===== src/core/cshs_pkg.sv =====
// Shared constants for channel start and hop synchronisation.
// Assumes one core clock; the microport is eight bits wide.
package cshs_pkg;
	// ---------------------------------------------------------------
	// Widths
	// ---------------------------------------------------------------
	localparam int EXT_AW   = 3;
	localparam int DATA_W   = 8;
	localparam int HOLD_W   = 16;
	localparam int NUM_CH   = 4;
	localparam int NUM_PINS = 4;
	localparam int PIPE_W   = 6;
	localparam int HOST_AW  = 4;
	// ---------------------------------------------------------------
	// External (direct) addresses
	// ---------------------------------------------------------------
	localparam logic [2:0] EXT_DATA_LO   = 3'h0;
	localparam logic [2:0] EXT_DATA_HI   = 3'h1;
	localparam logic [2:0] EXT_SLEEP     = 3'h3;
	localparam logic [2:0] EXT_PIN_SYNC  = 3'h4;
	localparam logic [2:0] EXT_SOFT_SYNC = 3'h5;
	localparam logic [2:0] EXT_POINTER   = 3'h6;
	localparam logic [2:0] EXT_PIN_SEL   = 3'h7;
	// ---------------------------------------------------------------
	// Internal (indirect) addresses
	// ---------------------------------------------------------------
	localparam logic [7:0] INT_PORT_A     = 8'h1a;
	localparam logic [7:0] INT_LINK_A     = 8'h1b;
	localparam logic [7:0] INT_PORT_B     = 8'h1c;
	localparam logic [7:0] INT_LINK_B     = 8'h1d;
	localparam logic [7:0] INT_PCLK       = 8'h1e;
	localparam logic [7:0] INT_START_HOLD = 8'h83;
	localparam logic [7:0] INT_HOP_HOLD   = 8'h84;
	localparam logic [7:0] INT_NCO_FREQ   = 8'h85;
	// ---------------------------------------------------------------
	// Fields and reset values
	// ---------------------------------------------------------------
	localparam logic [7:0] SLEEP_RESET    = 8'h0f;
	localparam int ACCESS_PORT_BIT = 5;
	localparam int PIN_START_BIT   = 4;
	localparam int PIN_HOP_BIT     = 5;
	localparam int SOFT_HOP_BIT    = 6;
	localparam int SOFT_START_BIT  = 4;
	localparam int PAR_EN_BIT      = 7;
	localparam int LINK_EN_BIT     = 6;
	localparam int CHAN_MODE_BIT   = 0;
	localparam int PCLK_MASTER_BIT = 0;
	localparam int PCLK_DIV_LSB    = 1;
	localparam logic [15:0] HOLD_MIN_SYNC = 16'h0002;
	localparam logic [15:0] HOLD_MAX_SYNC = 16'hfffe;
	// ---------------------------------------------------------------
	// Latencies, trigger to action, in core clocks
	// ---------------------------------------------------------------
	localparam int START_SOFT_LAT  = 6;
	localparam int START_PIN_LAT   = 3;
	localparam int HOP_SOFT_LAT    = 7;
	localparam int HOP_PIN_LAT     = 5;
	localparam int SOFT_TAP_OFFSET = 2;
	localparam int PIN_TAP_OFFSET  = 3;
	// ---------------------------------------------------------------
	// Host command port map
	// ---------------------------------------------------------------
	localparam logic [3:0] HOST_EXT_TOP = 4'h7;
	localparam logic [3:0] HOST_RD_CMD  = 4'h8;
	localparam logic [3:0] HOST_PINS    = 4'h9;
	localparam logic [3:0] HOST_RD_DATA = 4'ha;
	localparam logic [3:0] HOST_STATUS  = 4'hb;
	localparam int STAT_REFUSED_BIT = 0;
	localparam int STAT_ACK_BIT     = 1;
endpackage

===== src/core/cshs_if.sv =====
// Microport and sync pins between host and device.
// Assumes both ends share core_clk.
`timescale 1ns/1ps
`default_nettype none
interface cshs_if;
	import cshs_pkg::*;
	logic [EXT_AW-1:0]   hostAddr;
	logic [DATA_W-1:0]   hostWdata;
	logic                hostWr;
	logic                hostRd;
	logic [DATA_W-1:0]   devRdata;
	logic                writeAckStrobe;
	logic [NUM_PINS-1:0] syncPin;
	modport device (input hostAddr, hostWdata, hostWr, hostRd, syncPin,
		output devRdata, writeAckStrobe);
	modport host (output hostAddr, hostWdata, hostWr, hostRd, syncPin,
		input devRdata, writeAckStrobe);
endinterface
`default_nettype wire


===== src/core/cshs_device.sv =====
// Device end: register file, hold-off counters, port enables.
// Assumes microport strobes synchronous to core_clk, one cycle long.
//
// Function
// - Start and hop each use shadow plus counter; start here has counter only
// - Counter armed by soft sync or pin
// - Reset puts all four channels asleep
// - Host may sleep any channel anytime; a same-cycle start fire wins here
// - Unsynced start: sleep, load, hold one, wake
// - Host programs sync hold-off within 2..fffe
// - Soft start counts down, wakes at one
// - Soft start runs hold plus six after ack
// - Each channel picks any one sync pin
// - Host sets start-on-pin and pin enable
// - Pin start counts, runs hold plus three
// - Zero hop hold applies frequency at once
// - Soft hop counts down, loads at one
// - Soft hop runs hold plus seven after ack
// - Pin hop runs hold plus five after rise
// - Two sixteen-bit parallel ports, shared pins
// - Only port A/link B or B/A together
// - Port registers reachable only with access bit
// - Link control bit seven enables each port
// - Each port in channel or AGC mode
//
// The implementer's own choice: the strobed register port.
`timescale 1ns/1ps
`default_nettype none

// -------------------------------------------------------------------
// One hold-off counter with its latency taps
// -------------------------------------------------------------------
module cshs_holdoff #(
	parameter int SOFT_TAP = 4,
	parameter int PIN_TAP  = 0
) (
	input  wire logic                      core_clk,
	input  wire logic                      reset,
	input  wire logic                      trigSoft,
	input  wire logic                      trigPin,
	input  wire logic [cshs_pkg::HOLD_W-1:0] holdVal,
	output logic                           fire,
	output logic                           done
);
	import cshs_pkg::*;
	logic              pendQ;
	logic              activeQ;
	logic              srcPinQ;
	logic [HOLD_W-1:0] cntQ;
	logic [PIPE_W-1:0] softPipeQ;
	logic [PIPE_W-1:0] pinPipeQ;
	logic              busy;
	logic              trig;

	assign busy = pendQ | activeQ;
	assign trig = (trigSoft | trigPin) & ~busy;
	assign fire = activeQ && (cntQ <= 16'h0001);

	always_ff @(posedge core_clk)
	begin
		if (reset)
		begin
			pendQ   <= 1'b0;
			activeQ <= 1'b0;
			srcPinQ <= 1'b0;
			cntQ    <= '0;
		end
		else
		begin
			pendQ <= trig;
			if (trig)
				srcPinQ <= ~trigSoft;
			if (pendQ)
			begin
				cntQ    <= holdVal;
				activeQ <= 1'b1;
			end
			else if (fire)
				activeQ <= 1'b0;
			else if (activeQ)
				cntQ <= cntQ - 16'h0001;
		end
	end

	// Separate taps: soft and pin paths differ in fixed latency
	always_ff @(posedge core_clk)
	begin
		if (reset)
		begin
			softPipeQ <= '0;
			pinPipeQ  <= '0;
			done      <= 1'b0;
		end
		else
		begin
			softPipeQ <= {softPipeQ[PIPE_W-2:0], fire & ~srcPinQ};
			pinPipeQ  <= {pinPipeQ[PIPE_W-2:0], fire & srcPinQ};
			done      <= softPipeQ[SOFT_TAP] | pinPipeQ[PIN_TAP];
		end
	end
endmodule // cshs_holdoff

// -------------------------------------------------------------------
// Device top
// -------------------------------------------------------------------
module cshs_device (
	input  wire logic                                 core_clk,
	input  wire logic                                 reset,
	cshs_if.device                                    bus,
	output logic [cshs_pkg::NUM_CH-1:0]               chanSleep,
	output logic [cshs_pkg::NUM_CH-1:0]               ncoStart,
	output logic [cshs_pkg::NUM_CH-1:0]               hopLoad,
	output logic [cshs_pkg::NUM_CH-1:0][15:0]         ncoFreq,
	output logic                                      portAOn,
	output logic                                      portBOn,
	output logic                                      portAChanMode,
	output logic                                      portBChanMode,
	output logic                                      pclkMaster,
	output logic [1:0]                                pclkDivSel
);
	import cshs_pkg::*;
	logic [7:0]          sleepQ, sleepD;
	logic [7:0]          pinCtlQ, softCtlQ, ptrQ, dataLoQ, pinSelQ;
	logic [7:0]          portCfgAQ, linkCfgAQ, portCfgBQ, linkCfgBQ, pclkCfgQ;
	logic [HOLD_W-1:0]   startHoldQ, hopHoldQ, freqShadowQ;
	logic [NUM_PINS-1:0] pinPrevQ, pinEdge;
	logic [DATA_W-1:0]   rdataQ, rdNext;
	logic                ackQ;
	logic [15:0]         intRd, intWdata;
	logic                intWr, portOpen, portSpace, softStart, softHop;
	logic [NUM_CH-1:0]   startFire, startDone, hopDone;

	// ---------------------------------------------------------------
	// Decode
	// ---------------------------------------------------------------
	assign intWdata  = {bus.hostWdata, dataLoQ};
	assign intWr     = bus.hostWr && (bus.hostAddr == EXT_DATA_HI);
	assign portOpen  = sleepQ[ACCESS_PORT_BIT];
	assign portSpace = (ptrQ >= INT_PORT_A) && (ptrQ <= INT_PCLK);
	assign softStart = bus.hostWr && (bus.hostAddr == EXT_SOFT_SYNC)
		&& bus.hostWdata[SOFT_START_BIT];
	assign softHop   = bus.hostWr && (bus.hostAddr == EXT_PIN_SYNC)
		&& bus.hostWdata[SOFT_HOP_BIT];
	assign pinEdge   = bus.syncPin & ~pinPrevQ;
	// Hardware wake wins over a same-cycle software write
	assign sleepD    = (bus.hostWr && bus.hostAddr == EXT_SLEEP) ? bus.hostWdata : sleepQ;

	always_comb
	begin
		intRd = 16'h0000;
		case (ptrQ)
			INT_PORT_A:     intRd = portOpen ? {8'h00, portCfgAQ} : 16'h0000;
			INT_LINK_A:     intRd = portOpen ? {8'h00, linkCfgAQ} : 16'h0000;
			INT_PORT_B:     intRd = portOpen ? {8'h00, portCfgBQ} : 16'h0000;
			INT_LINK_B:     intRd = portOpen ? {8'h00, linkCfgBQ} : 16'h0000;
			INT_PCLK:       intRd = portOpen ? {8'h00, pclkCfgQ} : 16'h0000;
			INT_START_HOLD: intRd = startHoldQ;
			INT_HOP_HOLD:   intRd = hopHoldQ;
			INT_NCO_FREQ:   intRd = freqShadowQ;
			default:        intRd = 16'h0000;
		endcase
	end

	always_comb
	begin
		rdNext = 8'h00;
		case (bus.hostAddr)
			EXT_DATA_LO:   rdNext = intRd[7:0];
			EXT_DATA_HI:   rdNext = intRd[15:8];
			EXT_SLEEP:     rdNext = sleepQ;
			EXT_PIN_SYNC:  rdNext = pinCtlQ;
			EXT_SOFT_SYNC: rdNext = softCtlQ;
			EXT_POINTER:   rdNext = ptrQ;
			EXT_PIN_SEL:   rdNext = pinSelQ;
			default:       rdNext = 8'h00;
		endcase
	end

	assign bus.devRdata       = rdataQ;
	assign bus.writeAckStrobe = ackQ;

	// ---------------------------------------------------------------
	// Direct registers
	// ---------------------------------------------------------------
	always_ff @(posedge core_clk)
	begin
		if (reset)
		begin
			sleepQ   <= SLEEP_RESET;
			pinCtlQ  <= 8'h00;
			softCtlQ <= 8'h00;
			ptrQ     <= 8'h00;
			dataLoQ  <= 8'h00;
			pinSelQ  <= 8'h00;
			pinPrevQ <= '0;
			rdataQ   <= 8'h00;
			ackQ     <= 1'b0;
		end
		else
		begin
			sleepQ   <= sleepD & ~{4'h0, startFire};
			pinPrevQ <= bus.syncPin;
			ackQ     <= bus.hostWr;
			if (bus.hostRd)
				rdataQ <= rdNext;
			if (bus.hostWr)
			begin
				case (bus.hostAddr)
					EXT_DATA_LO:   dataLoQ  <= bus.hostWdata;
					EXT_PIN_SYNC:  pinCtlQ  <= bus.hostWdata;
					EXT_SOFT_SYNC: softCtlQ <= bus.hostWdata;
					EXT_POINTER:   ptrQ     <= bus.hostWdata;
					EXT_PIN_SEL:   pinSelQ  <= bus.hostWdata;
					default:       ;
				endcase
			end
		end
	end

	// ---------------------------------------------------------------
	// Indirect registers
	// ---------------------------------------------------------------
	always_ff @(posedge core_clk)
	begin
		if (reset)
		begin
			portCfgAQ   <= 8'h00;
			linkCfgAQ   <= 8'h00;
			portCfgBQ   <= 8'h00;
			linkCfgBQ   <= 8'h00;
			pclkCfgQ    <= 8'h00;
			startHoldQ  <= '0;
			hopHoldQ    <= '0;
			freqShadowQ <= '0;
		end
		else if (intWr && (!portSpace || portOpen))
		begin
			case (ptrQ)
				INT_PORT_A:     portCfgAQ   <= intWdata[7:0];
				INT_LINK_A:     linkCfgAQ   <= intWdata[7:0];
				INT_PORT_B:     portCfgBQ   <= intWdata[7:0];
				INT_LINK_B:     linkCfgBQ   <= intWdata[7:0];
				INT_PCLK:       pclkCfgQ    <= intWdata[7:0];
				INT_START_HOLD: startHoldQ  <= intWdata;
				INT_HOP_HOLD:   hopHoldQ    <= intWdata;
				INT_NCO_FREQ:   freqShadowQ <= intWdata;
				default:        ;
			endcase
		end
	end

	// ---------------------------------------------------------------
	// Per-channel start and hop
	// ---------------------------------------------------------------
	for (genvar ch = 0; ch < NUM_CH; ch++)
	begin : gCh
		logic [1:0] sel;
		logic       pinHit;
		assign sel    = pinSelQ[2*ch +: 2];
		assign pinHit = pinEdge[sel] & pinCtlQ[sel];

		cshs_holdoff #(
			.SOFT_TAP (START_SOFT_LAT - SOFT_TAP_OFFSET),
			.PIN_TAP  (START_PIN_LAT - PIN_TAP_OFFSET)
		) uStart (
			.core_clk (core_clk),
			.reset    (reset),
			.trigSoft (softStart & bus.hostWdata[ch]),
			.trigPin  (pinHit & pinCtlQ[PIN_START_BIT]),
			.holdVal  (startHoldQ),
			.fire     (startFire[ch]),
			.done     (startDone[ch])
		);

		cshs_holdoff #(
			.SOFT_TAP (HOP_SOFT_LAT - SOFT_TAP_OFFSET),
			.PIN_TAP  (HOP_PIN_LAT - PIN_TAP_OFFSET)
		) uHop (
			.core_clk (core_clk),
			.reset    (reset),
			.trigSoft (softHop & softCtlQ[ch]),
			.trigPin  (pinHit & pinCtlQ[PIN_HOP_BIT]),
			.holdVal  (hopHoldQ),
			.fire     (),
			.done     (hopDone[ch])
		);

		always_ff @(posedge core_clk)
		begin
			if (reset)
				ncoFreq[ch] <= 16'h0000;
			else if (intWr && ptrQ == INT_NCO_FREQ && hopHoldQ == 16'h0000)
				ncoFreq[ch] <= intWdata;
			else if (hopDone[ch])
				ncoFreq[ch] <= freqShadowQ;
		end
	end

	assign ncoStart = startDone;
	assign hopLoad  = hopDone;

	// ---------------------------------------------------------------
	// Output port routing
	// ---------------------------------------------------------------
	always_ff @(posedge core_clk)
	begin
		if (reset)
		begin
			chanSleep     <= SLEEP_RESET[3:0];
			portAOn       <= 1'b0;
			portBOn       <= 1'b0;
			portAChanMode <= 1'b0;
			portBChanMode <= 1'b0;
			pclkMaster    <= 1'b0;
			pclkDivSel    <= 2'b00;
		end
		else
		begin
			chanSleep     <= sleepQ[3:0];
			// A port sharing its path with an active link stays off
			portAOn       <= linkCfgAQ[PAR_EN_BIT] & ~linkCfgAQ[LINK_EN_BIT];
			portBOn       <= linkCfgBQ[PAR_EN_BIT] & ~linkCfgBQ[LINK_EN_BIT]
				& ~linkCfgAQ[PAR_EN_BIT];
			portAChanMode <= linkCfgAQ[CHAN_MODE_BIT];
			portBChanMode <= linkCfgBQ[CHAN_MODE_BIT];
			pclkMaster    <= pclkCfgQ[PCLK_MASTER_BIT];
			pclkDivSel    <= pclkCfgQ[PCLK_DIV_LSB +: 2];
		end
	end
endmodule // cshs_device
`default_nettype wire


===== src/flat_wrapper.sv =====
// flat-port wrapper written by rule: the top's interface ports become plain ports
module cshs_device_flat import cshs_pkg::*;
  (core_clk, reset, chanSleep, ncoStart, hopLoad, ncoFreq, portAOn, portBOn, portAChanMode, portBChanMode, pclkMaster, pclkDivSel, bus_hostAddr, bus_hostWdata, bus_hostWr, bus_hostRd, bus_syncPin, bus_devRdata, bus_writeAckStrobe);
  cshs_if bus_i ();
  input  wire logic core_clk;
  input  wire logic reset;
  output logic [cshs_pkg::NUM_CH-1:0] chanSleep;
  output logic [cshs_pkg::NUM_CH-1:0] ncoStart;
  output logic [cshs_pkg::NUM_CH-1:0] hopLoad;
  output logic [cshs_pkg::NUM_CH-1:0][15:0] ncoFreq;
  output logic portAOn;
  output logic portBOn;
  output logic portAChanMode;
  output logic portBChanMode;
  output logic pclkMaster;
  output logic [1:0] pclkDivSel;
  input wire logic [$bits(bus_i.hostAddr)-1:0] bus_hostAddr;
  input wire logic [$bits(bus_i.hostWdata)-1:0] bus_hostWdata;
  input wire logic [$bits(bus_i.hostWr)-1:0] bus_hostWr;
  input wire logic [$bits(bus_i.hostRd)-1:0] bus_hostRd;
  input wire logic [$bits(bus_i.syncPin)-1:0] bus_syncPin;
  output wire logic [$bits(bus_i.devRdata)-1:0] bus_devRdata;
  output wire logic [$bits(bus_i.writeAckStrobe)-1:0] bus_writeAckStrobe;
  assign bus_i.hostAddr = bus_hostAddr;
  assign bus_i.hostWdata = bus_hostWdata;
  assign bus_i.hostWr = bus_hostWr;
  assign bus_i.hostRd = bus_hostRd;
  assign bus_i.syncPin = bus_syncPin;
  assign bus_devRdata = bus_i.devRdata;
  assign bus_writeAckStrobe = bus_i.writeAckStrobe;
  cshs_device u_core (.core_clk(core_clk), .reset(reset), .bus(bus_i), .chanSleep(chanSleep), .ncoStart(ncoStart), .hopLoad(hopLoad), .ncoFreq(ncoFreq), .portAOn(portAOn), .portBOn(portBOn), .portAChanMode(portAChanMode), .portBChanMode(portBChanMode), .pclkMaster(pclkMaster), .pclkDivSel(pclkDivSel));
endmodule

===== config.mk =====
export PLATFORM = sky130hd
export DESIGN_NAME = cshs_device_flat
export DESIGN_NICKNAME = d
export VERILOG_FILES = /design/src/core/cshs_pkg.sv /design/src/core/cshs_if.sv /design/src/core/cshs_device.sv /design/src/flat_wrapper.sv
export SDC_FILE = /design/constraint.sdc
export NUM_CORES = 1
export LEC_CHECK = 0
export BUFFER_PORTS_ARGS = -buffer_cell sky130_fd_sc_hd__buf_2
export CORE_UTILIZATION = 25
export DETAILED_ROUTE_END_ITERATION = 12
export GPL_ROUTABILITY_DRIVEN = 0
export PLACE_DENSITY_LB_ADDON = 0.08
export SLEW_MARGIN = 20
export SYNTH_ARGS = -nofsm -noshare
export SYNTH_HDL_FRONTEND = slang
export SYNTH_SLANG_ARGS = --single-unit

===== constraint.sdc =====
create_clock -name core_clk -period 2.7 [get_ports core_clk]
set_input_delay 0.54 -clock core_clk [delete_from_list [all_inputs] [get_ports core_clk]]
set_output_delay 0.54 -clock core_clk [all_outputs]
set_load 0.005 [all_outputs]

==> results.txt <==
----------------------------------------------------
[Critical path]
  Critical Setup Path Class ... reg -> reg
  Critical-path cell with the highest stage delay ... sky130_fd_sc_hd__or4b_2
  Critical Path AT ... just under 3000 ps
  Path depth of the worst reg2reg path ... 6
  Maximum fanout along the worst path ... slightly below 50
  Depth of the critical timing path with buffers and inverters included ... 6
  Cell class contributing the biggest share of worst-path delay ... simple AND/OR/NAND/NOR gates
  CP Launch Type ... flop
  Largest stage delay on the critical path ... between 700 and 800 ps
  Required time of the worst setup path ... about 3200 ps
  Sort of element at the end of the critical path ... flop
  Sequence of cells on the critical path ... or4b_2, nor4_4, nand3_2, buf_12, buf_4, a21oi_1
  Bufs and invs on worst path ... 2

[Route]
  Drt drc ... 0
  Total via count in the routed design ... 16600
  Mean number of vias per cell ... approximately 5.0
  Average detailed-routed wire length per instance ... approximately 21 µm
  Post-route antenna net violation count ... 0
  Violation count after the first detailed-routing iteration ... about 1100
  Pre-Repair DR Iteration Count ... 5
  DRT Wirelength ... 69.2 mm

[Synth]
  Portion of the post-synthesis area used by sequential elements ... 45.1%
  Number of flops mapped to enable cells by yosys ... 0
  Synthesized netlist cell count ... about 2200
  Synthesis-stage register bit count ... about 440
  Total standard cell area after synthesis ... approximately 0.020 mm²
  Library cells used by synthesis ... 79
  Ys flop type ... sky130_fd_sc_hd__dfxtp_1
  Share of Yosys cell area claimed by the top area cell type ... between 40% and 50%
  Area leader, netlist ... sky130_fd_sc_hd__dfxtp_1
  Fraction of registers with async set/reset ... 0%
  Most area-consuming cells after synthesis ... sky130_fd_sc_hd__dfxtp_1 (45%), sky130_fd_sc_hd__mux2i_1 (6.6%), sky130_fd_sc_hd__a21oi_1 (6.3%)
  Number of synthesis warnings ... 0
  Average cell area after synthesis ... roughly 9.1 µm²
  Total nets after synthesis ... approximately 2200

[Hold path]
  Hold Crit Depth ... 2
  Hold Path Class ... in -> reg

[STA]
  Number of failing setup endpoints in the final timing report ... 0
  Portion of the clock cycle consumed by the worst path in the final layout ... 90.0%
  Slew Limit Fails ... 0
  Worst relative slew slack ... around 36%
  Tightest Pin Transition ... ~950 ps
  Setup TNS ... 0 ps
  RSZ-0062 raised after global routing ... no
  Final hold violation count ... 0
  Achievable frequency ... between 400 and 500 MHz
  Worst Skew ... a little over 30 ps
  Minimum period implied by the final worst setup slack ... ~2400 ps

[Die]
  Height of the die ... roughly 280 µm
  Effective utilization at floorplan ... between 20% and 30%
  Full die area ... around 0.080 mm²
  IO Pins ... between 100 and 150
  Floorplan core area ... around 0.078 mm²
  Number of standard-cell rows in the floorplan ... 102
  Chip width ... 283 µm

[Clock tree]
  Worst-path clk slew ... 60 ps
  Resized cells post-CTS ... 0
  Cell at the root of the clock tree ... sky130_fd_sc_hd__clkbuf_16
  Worst-Skew Late Latency ... approximately 620 ps
  Number of clock buffers inserted by TritonCTS ... 54
  Clock tree from TritonCTS ... done
  Hold_buf cts ... 0
  Maximum level of the CTS H-tree ... 2
  Sink Count ... about 440
  Buffer count from post-CTS setup fixing ... 0
  Max Root-Sink Buffers ... 3

[Global routing]
  Vias in the first global route ... 16200
  Global-route wire length before repair ... 105 mm
  Global route total overflow ... 0
  Maximum number of pins on one net before global-route repair ... 96
  Global-route usage over all layers ... between 10% and 20%
  Antenna violations before repair ... 1

[Layout]
  Share of final-layout standard cells stronger than drive strength 1 ... ~16%
  Net count of the finished layout ... about 2300
  Synth-to-Final Area Change ... 20.0%

[Power]
  Power Density ... between 600 and 700 mW/mm²
  Total power ... approximately 15 mW
  Leakage power ... about 8.5 nW
  Peak VDD IR ... approximately 0.44 mV

[Placed design]
  HPWL Detailed ... between 40 and 50 mm
  Number of input and output port buffers inserted ... 110

[Status]
  Status ... finished clean

[Run]
  Max_cap viols ... 0

----------------------------------------------------
[sequential cells by signal, summed over array words and instances (netlist names), 12 cells and up]
signal and flops:
u_core.freqShadowQ 16, u_core.gCh.uHop.cntQ 64, u_core.gCh.uHop.pinPipeQ 12, u_core.gCh.uHop.softPipeQ 24, u_core.gCh.uStart.cntQ 64, u_core.gCh.uStart.softPipeQ 20
u_core.hopHoldQ 16, u_core.ncoFreq 64, u_core.startHoldQ 16
[final timing paths]
path	from	endpoint	slack [ps]
worst max register to register	u_core.ptrQ[3]	u_core.ncoFreq[43]	270
worst min register to register	u_core.gCh[1].uHop.softPipeQ[3]	u_core.gCh[1].uHop.softPipeQ[4]	430
worst max-delay path	u_core.ptrQ[3]	u_core.ncoFreq[43]	270
worst min-delay path	bus_syncPin[1]	u_core.pinPrevQ[1]	160
[worst register-to-register path: stages, from the launching register on]
cell	delay [ps]
sky130_fd_sc_hd__dfxtp_1	450
sky130_fd_sc_hd__or4b_2	770
sky130_fd_sc_hd__nor4_4	260
sky130_fd_sc_hd__nand3_2	170
sky130_fd_sc_hd__buf_12	230
sky130_fd_sc_hd__buf_4	280
sky130_fd_sc_hd__a21oi_1	190
[synth_stat cells (6+ instances only)]
| cell type | number |
|---|---|
| sky130_fd_sc_hd__a2111oi_0 | 11 |
| sky130_fd_sc_hd__a211oi_1 | 46 |
| sky130_fd_sc_hd__a21o_1 | 67 |
| sky130_fd_sc_hd__a21oi_1 | 248 |
| sky130_fd_sc_hd__a221o_1 | 13 |
| sky130_fd_sc_hd__a221oi_1 | 19 |
| sky130_fd_sc_hd__a222oi_1 | 6 |
| sky130_fd_sc_hd__a22o_1 | 18 |
| sky130_fd_sc_hd__a22oi_1 | 20 |
| sky130_fd_sc_hd__a311oi_1 | 17 |
| sky130_fd_sc_hd__a31oi_1 | 16 |
| sky130_fd_sc_hd__and2_1 | 6 |
| sky130_fd_sc_hd__and4_1 | 10 |
| sky130_fd_sc_hd__buf_1 | 6 |
| sky130_fd_sc_hd__buf_2 | 8 |
| sky130_fd_sc_hd__buf_4 | 11 |
| sky130_fd_sc_hd__clkbuf_1 | 131 |
| sky130_fd_sc_hd__dfxtp_1 | 444 |
| sky130_fd_sc_hd__ha_1 | 16 |
| sky130_fd_sc_hd__inv_1 | 58 |
| sky130_fd_sc_hd__mux2_2 | 15 |
| sky130_fd_sc_hd__mux2i_1 | 130 |
| sky130_fd_sc_hd__mux4_2 | 11 |
| sky130_fd_sc_hd__nand2_1 | 185 |
| sky130_fd_sc_hd__nand2b_1 | 14 |
| sky130_fd_sc_hd__nand3_1 | 19 |
| sky130_fd_sc_hd__nand4_1 | 8 |
| sky130_fd_sc_hd__nor2_1 | 160 |
| sky130_fd_sc_hd__nor2b_1 | 56 |
| sky130_fd_sc_hd__nor3_1 | 49 |
| sky130_fd_sc_hd__nor3b_1 | 14 |
| sky130_fd_sc_hd__nor4_1 | 49 |
| sky130_fd_sc_hd__nor4b_1 | 11 |
| sky130_fd_sc_hd__o21ai_0 | 16 |
| sky130_fd_sc_hd__o21bai_1 | 22 |
| sky130_fd_sc_hd__o31a_1 | 8 |
| sky130_fd_sc_hd__o31ai_1 | 6 |
| sky130_fd_sc_hd__or2_2 | 12 |
| sky130_fd_sc_hd__or3_1 | 16 |
| sky130_fd_sc_hd__or4_1 | 27 |
| sky130_fd_sc_hd__xnor2_1 | 71 |
| sky130_fd_sc_hd__xor2_1 | 11 |
[logic make-up (layout without fill, tap and decap cells)]
logic type                 count (synthesis)  after routing  share of synthesized area [%]
and+or+nand+nor                          680            680                           18.1
AOI/OAI and AO/OA                        566            566                           19.0
DFF                                      444            444                           45.1
buffers and inverters                    220            368                           4.54
muxes                                    156            156                           8.71
xor gates and xnor gates                  82             82                           3.64
adders and majority gates                 16             16                           1.01
other                                      0              1                              0
[where the power goes]
| part | switching, mW | internal, mW |
|---|---|---|
| logic | 0.373 | 0.203 |
| registers | 0.0474 | 6.59 |
| clock network | 3.05 | 4.71 |
| total | 3.47 | 11.5 |
[through the flow]
step                      instance area, µm²  worst slack [ps]  util, %  hold WS, ps  std cells
after CTS                              23700               278     30.5          117       3352
after global routing                   23700               144     30.5          152       3352
after detailed placement               21800               162     28.0          422       3252
final                                  23700               270     30.5          162       3353
after global placement                 21800              89.7     28.0          415       3252
after floorplan                        19700               203        -          411       2164
[per-layer routing]
layer	vias up	share of wire [%]	global-route usage, %
li1	8068	-	-
met3	103	4.0	2.63
met5	-	0	0
met4	0	2.9	5.54
met1	8113	49	24.6
met2	326	44	26.6
[layout by cell type, fill, tap and decap left out, drive strengths merged, types with 14 or more instances in the layout]
cell type    n
nor2b       56
mux2i      130
or3         16
o21ai       18
o21bai      22
ha          16
dfxtp      444
nor3        54
a21o        67
a22oi       20
inv         58
nand2b      14
clkbuf      78
nor4        52
or2         14
a211oi      47
xnor2       71
nor3b       14
a22o        18
a31oi       16
mux2        15
a221oi      19
a21oi      248
nor2       160
nand2      185
a311oi      17
buf        208
nand3       19
or4         32
[area by class of cell]
| cell class | instances | area [µm²] |
|---|---|---|
| diodes | 1 | 2.50 |
| clock buffers | 78 | 1570 |
| clock inverters | 22 | 322 |
| fillers | 8133 | 54100 |
| inverters | 60 | 225 |
| multi-input cells | 1500 | 9950 |
| flip-flops and latches | 444 | 8890 |
| well taps | 1040 | 1300 |
| repair buffers | 208 | 1410 |
No activity file was read; power rests on OpenSTA's default activity.
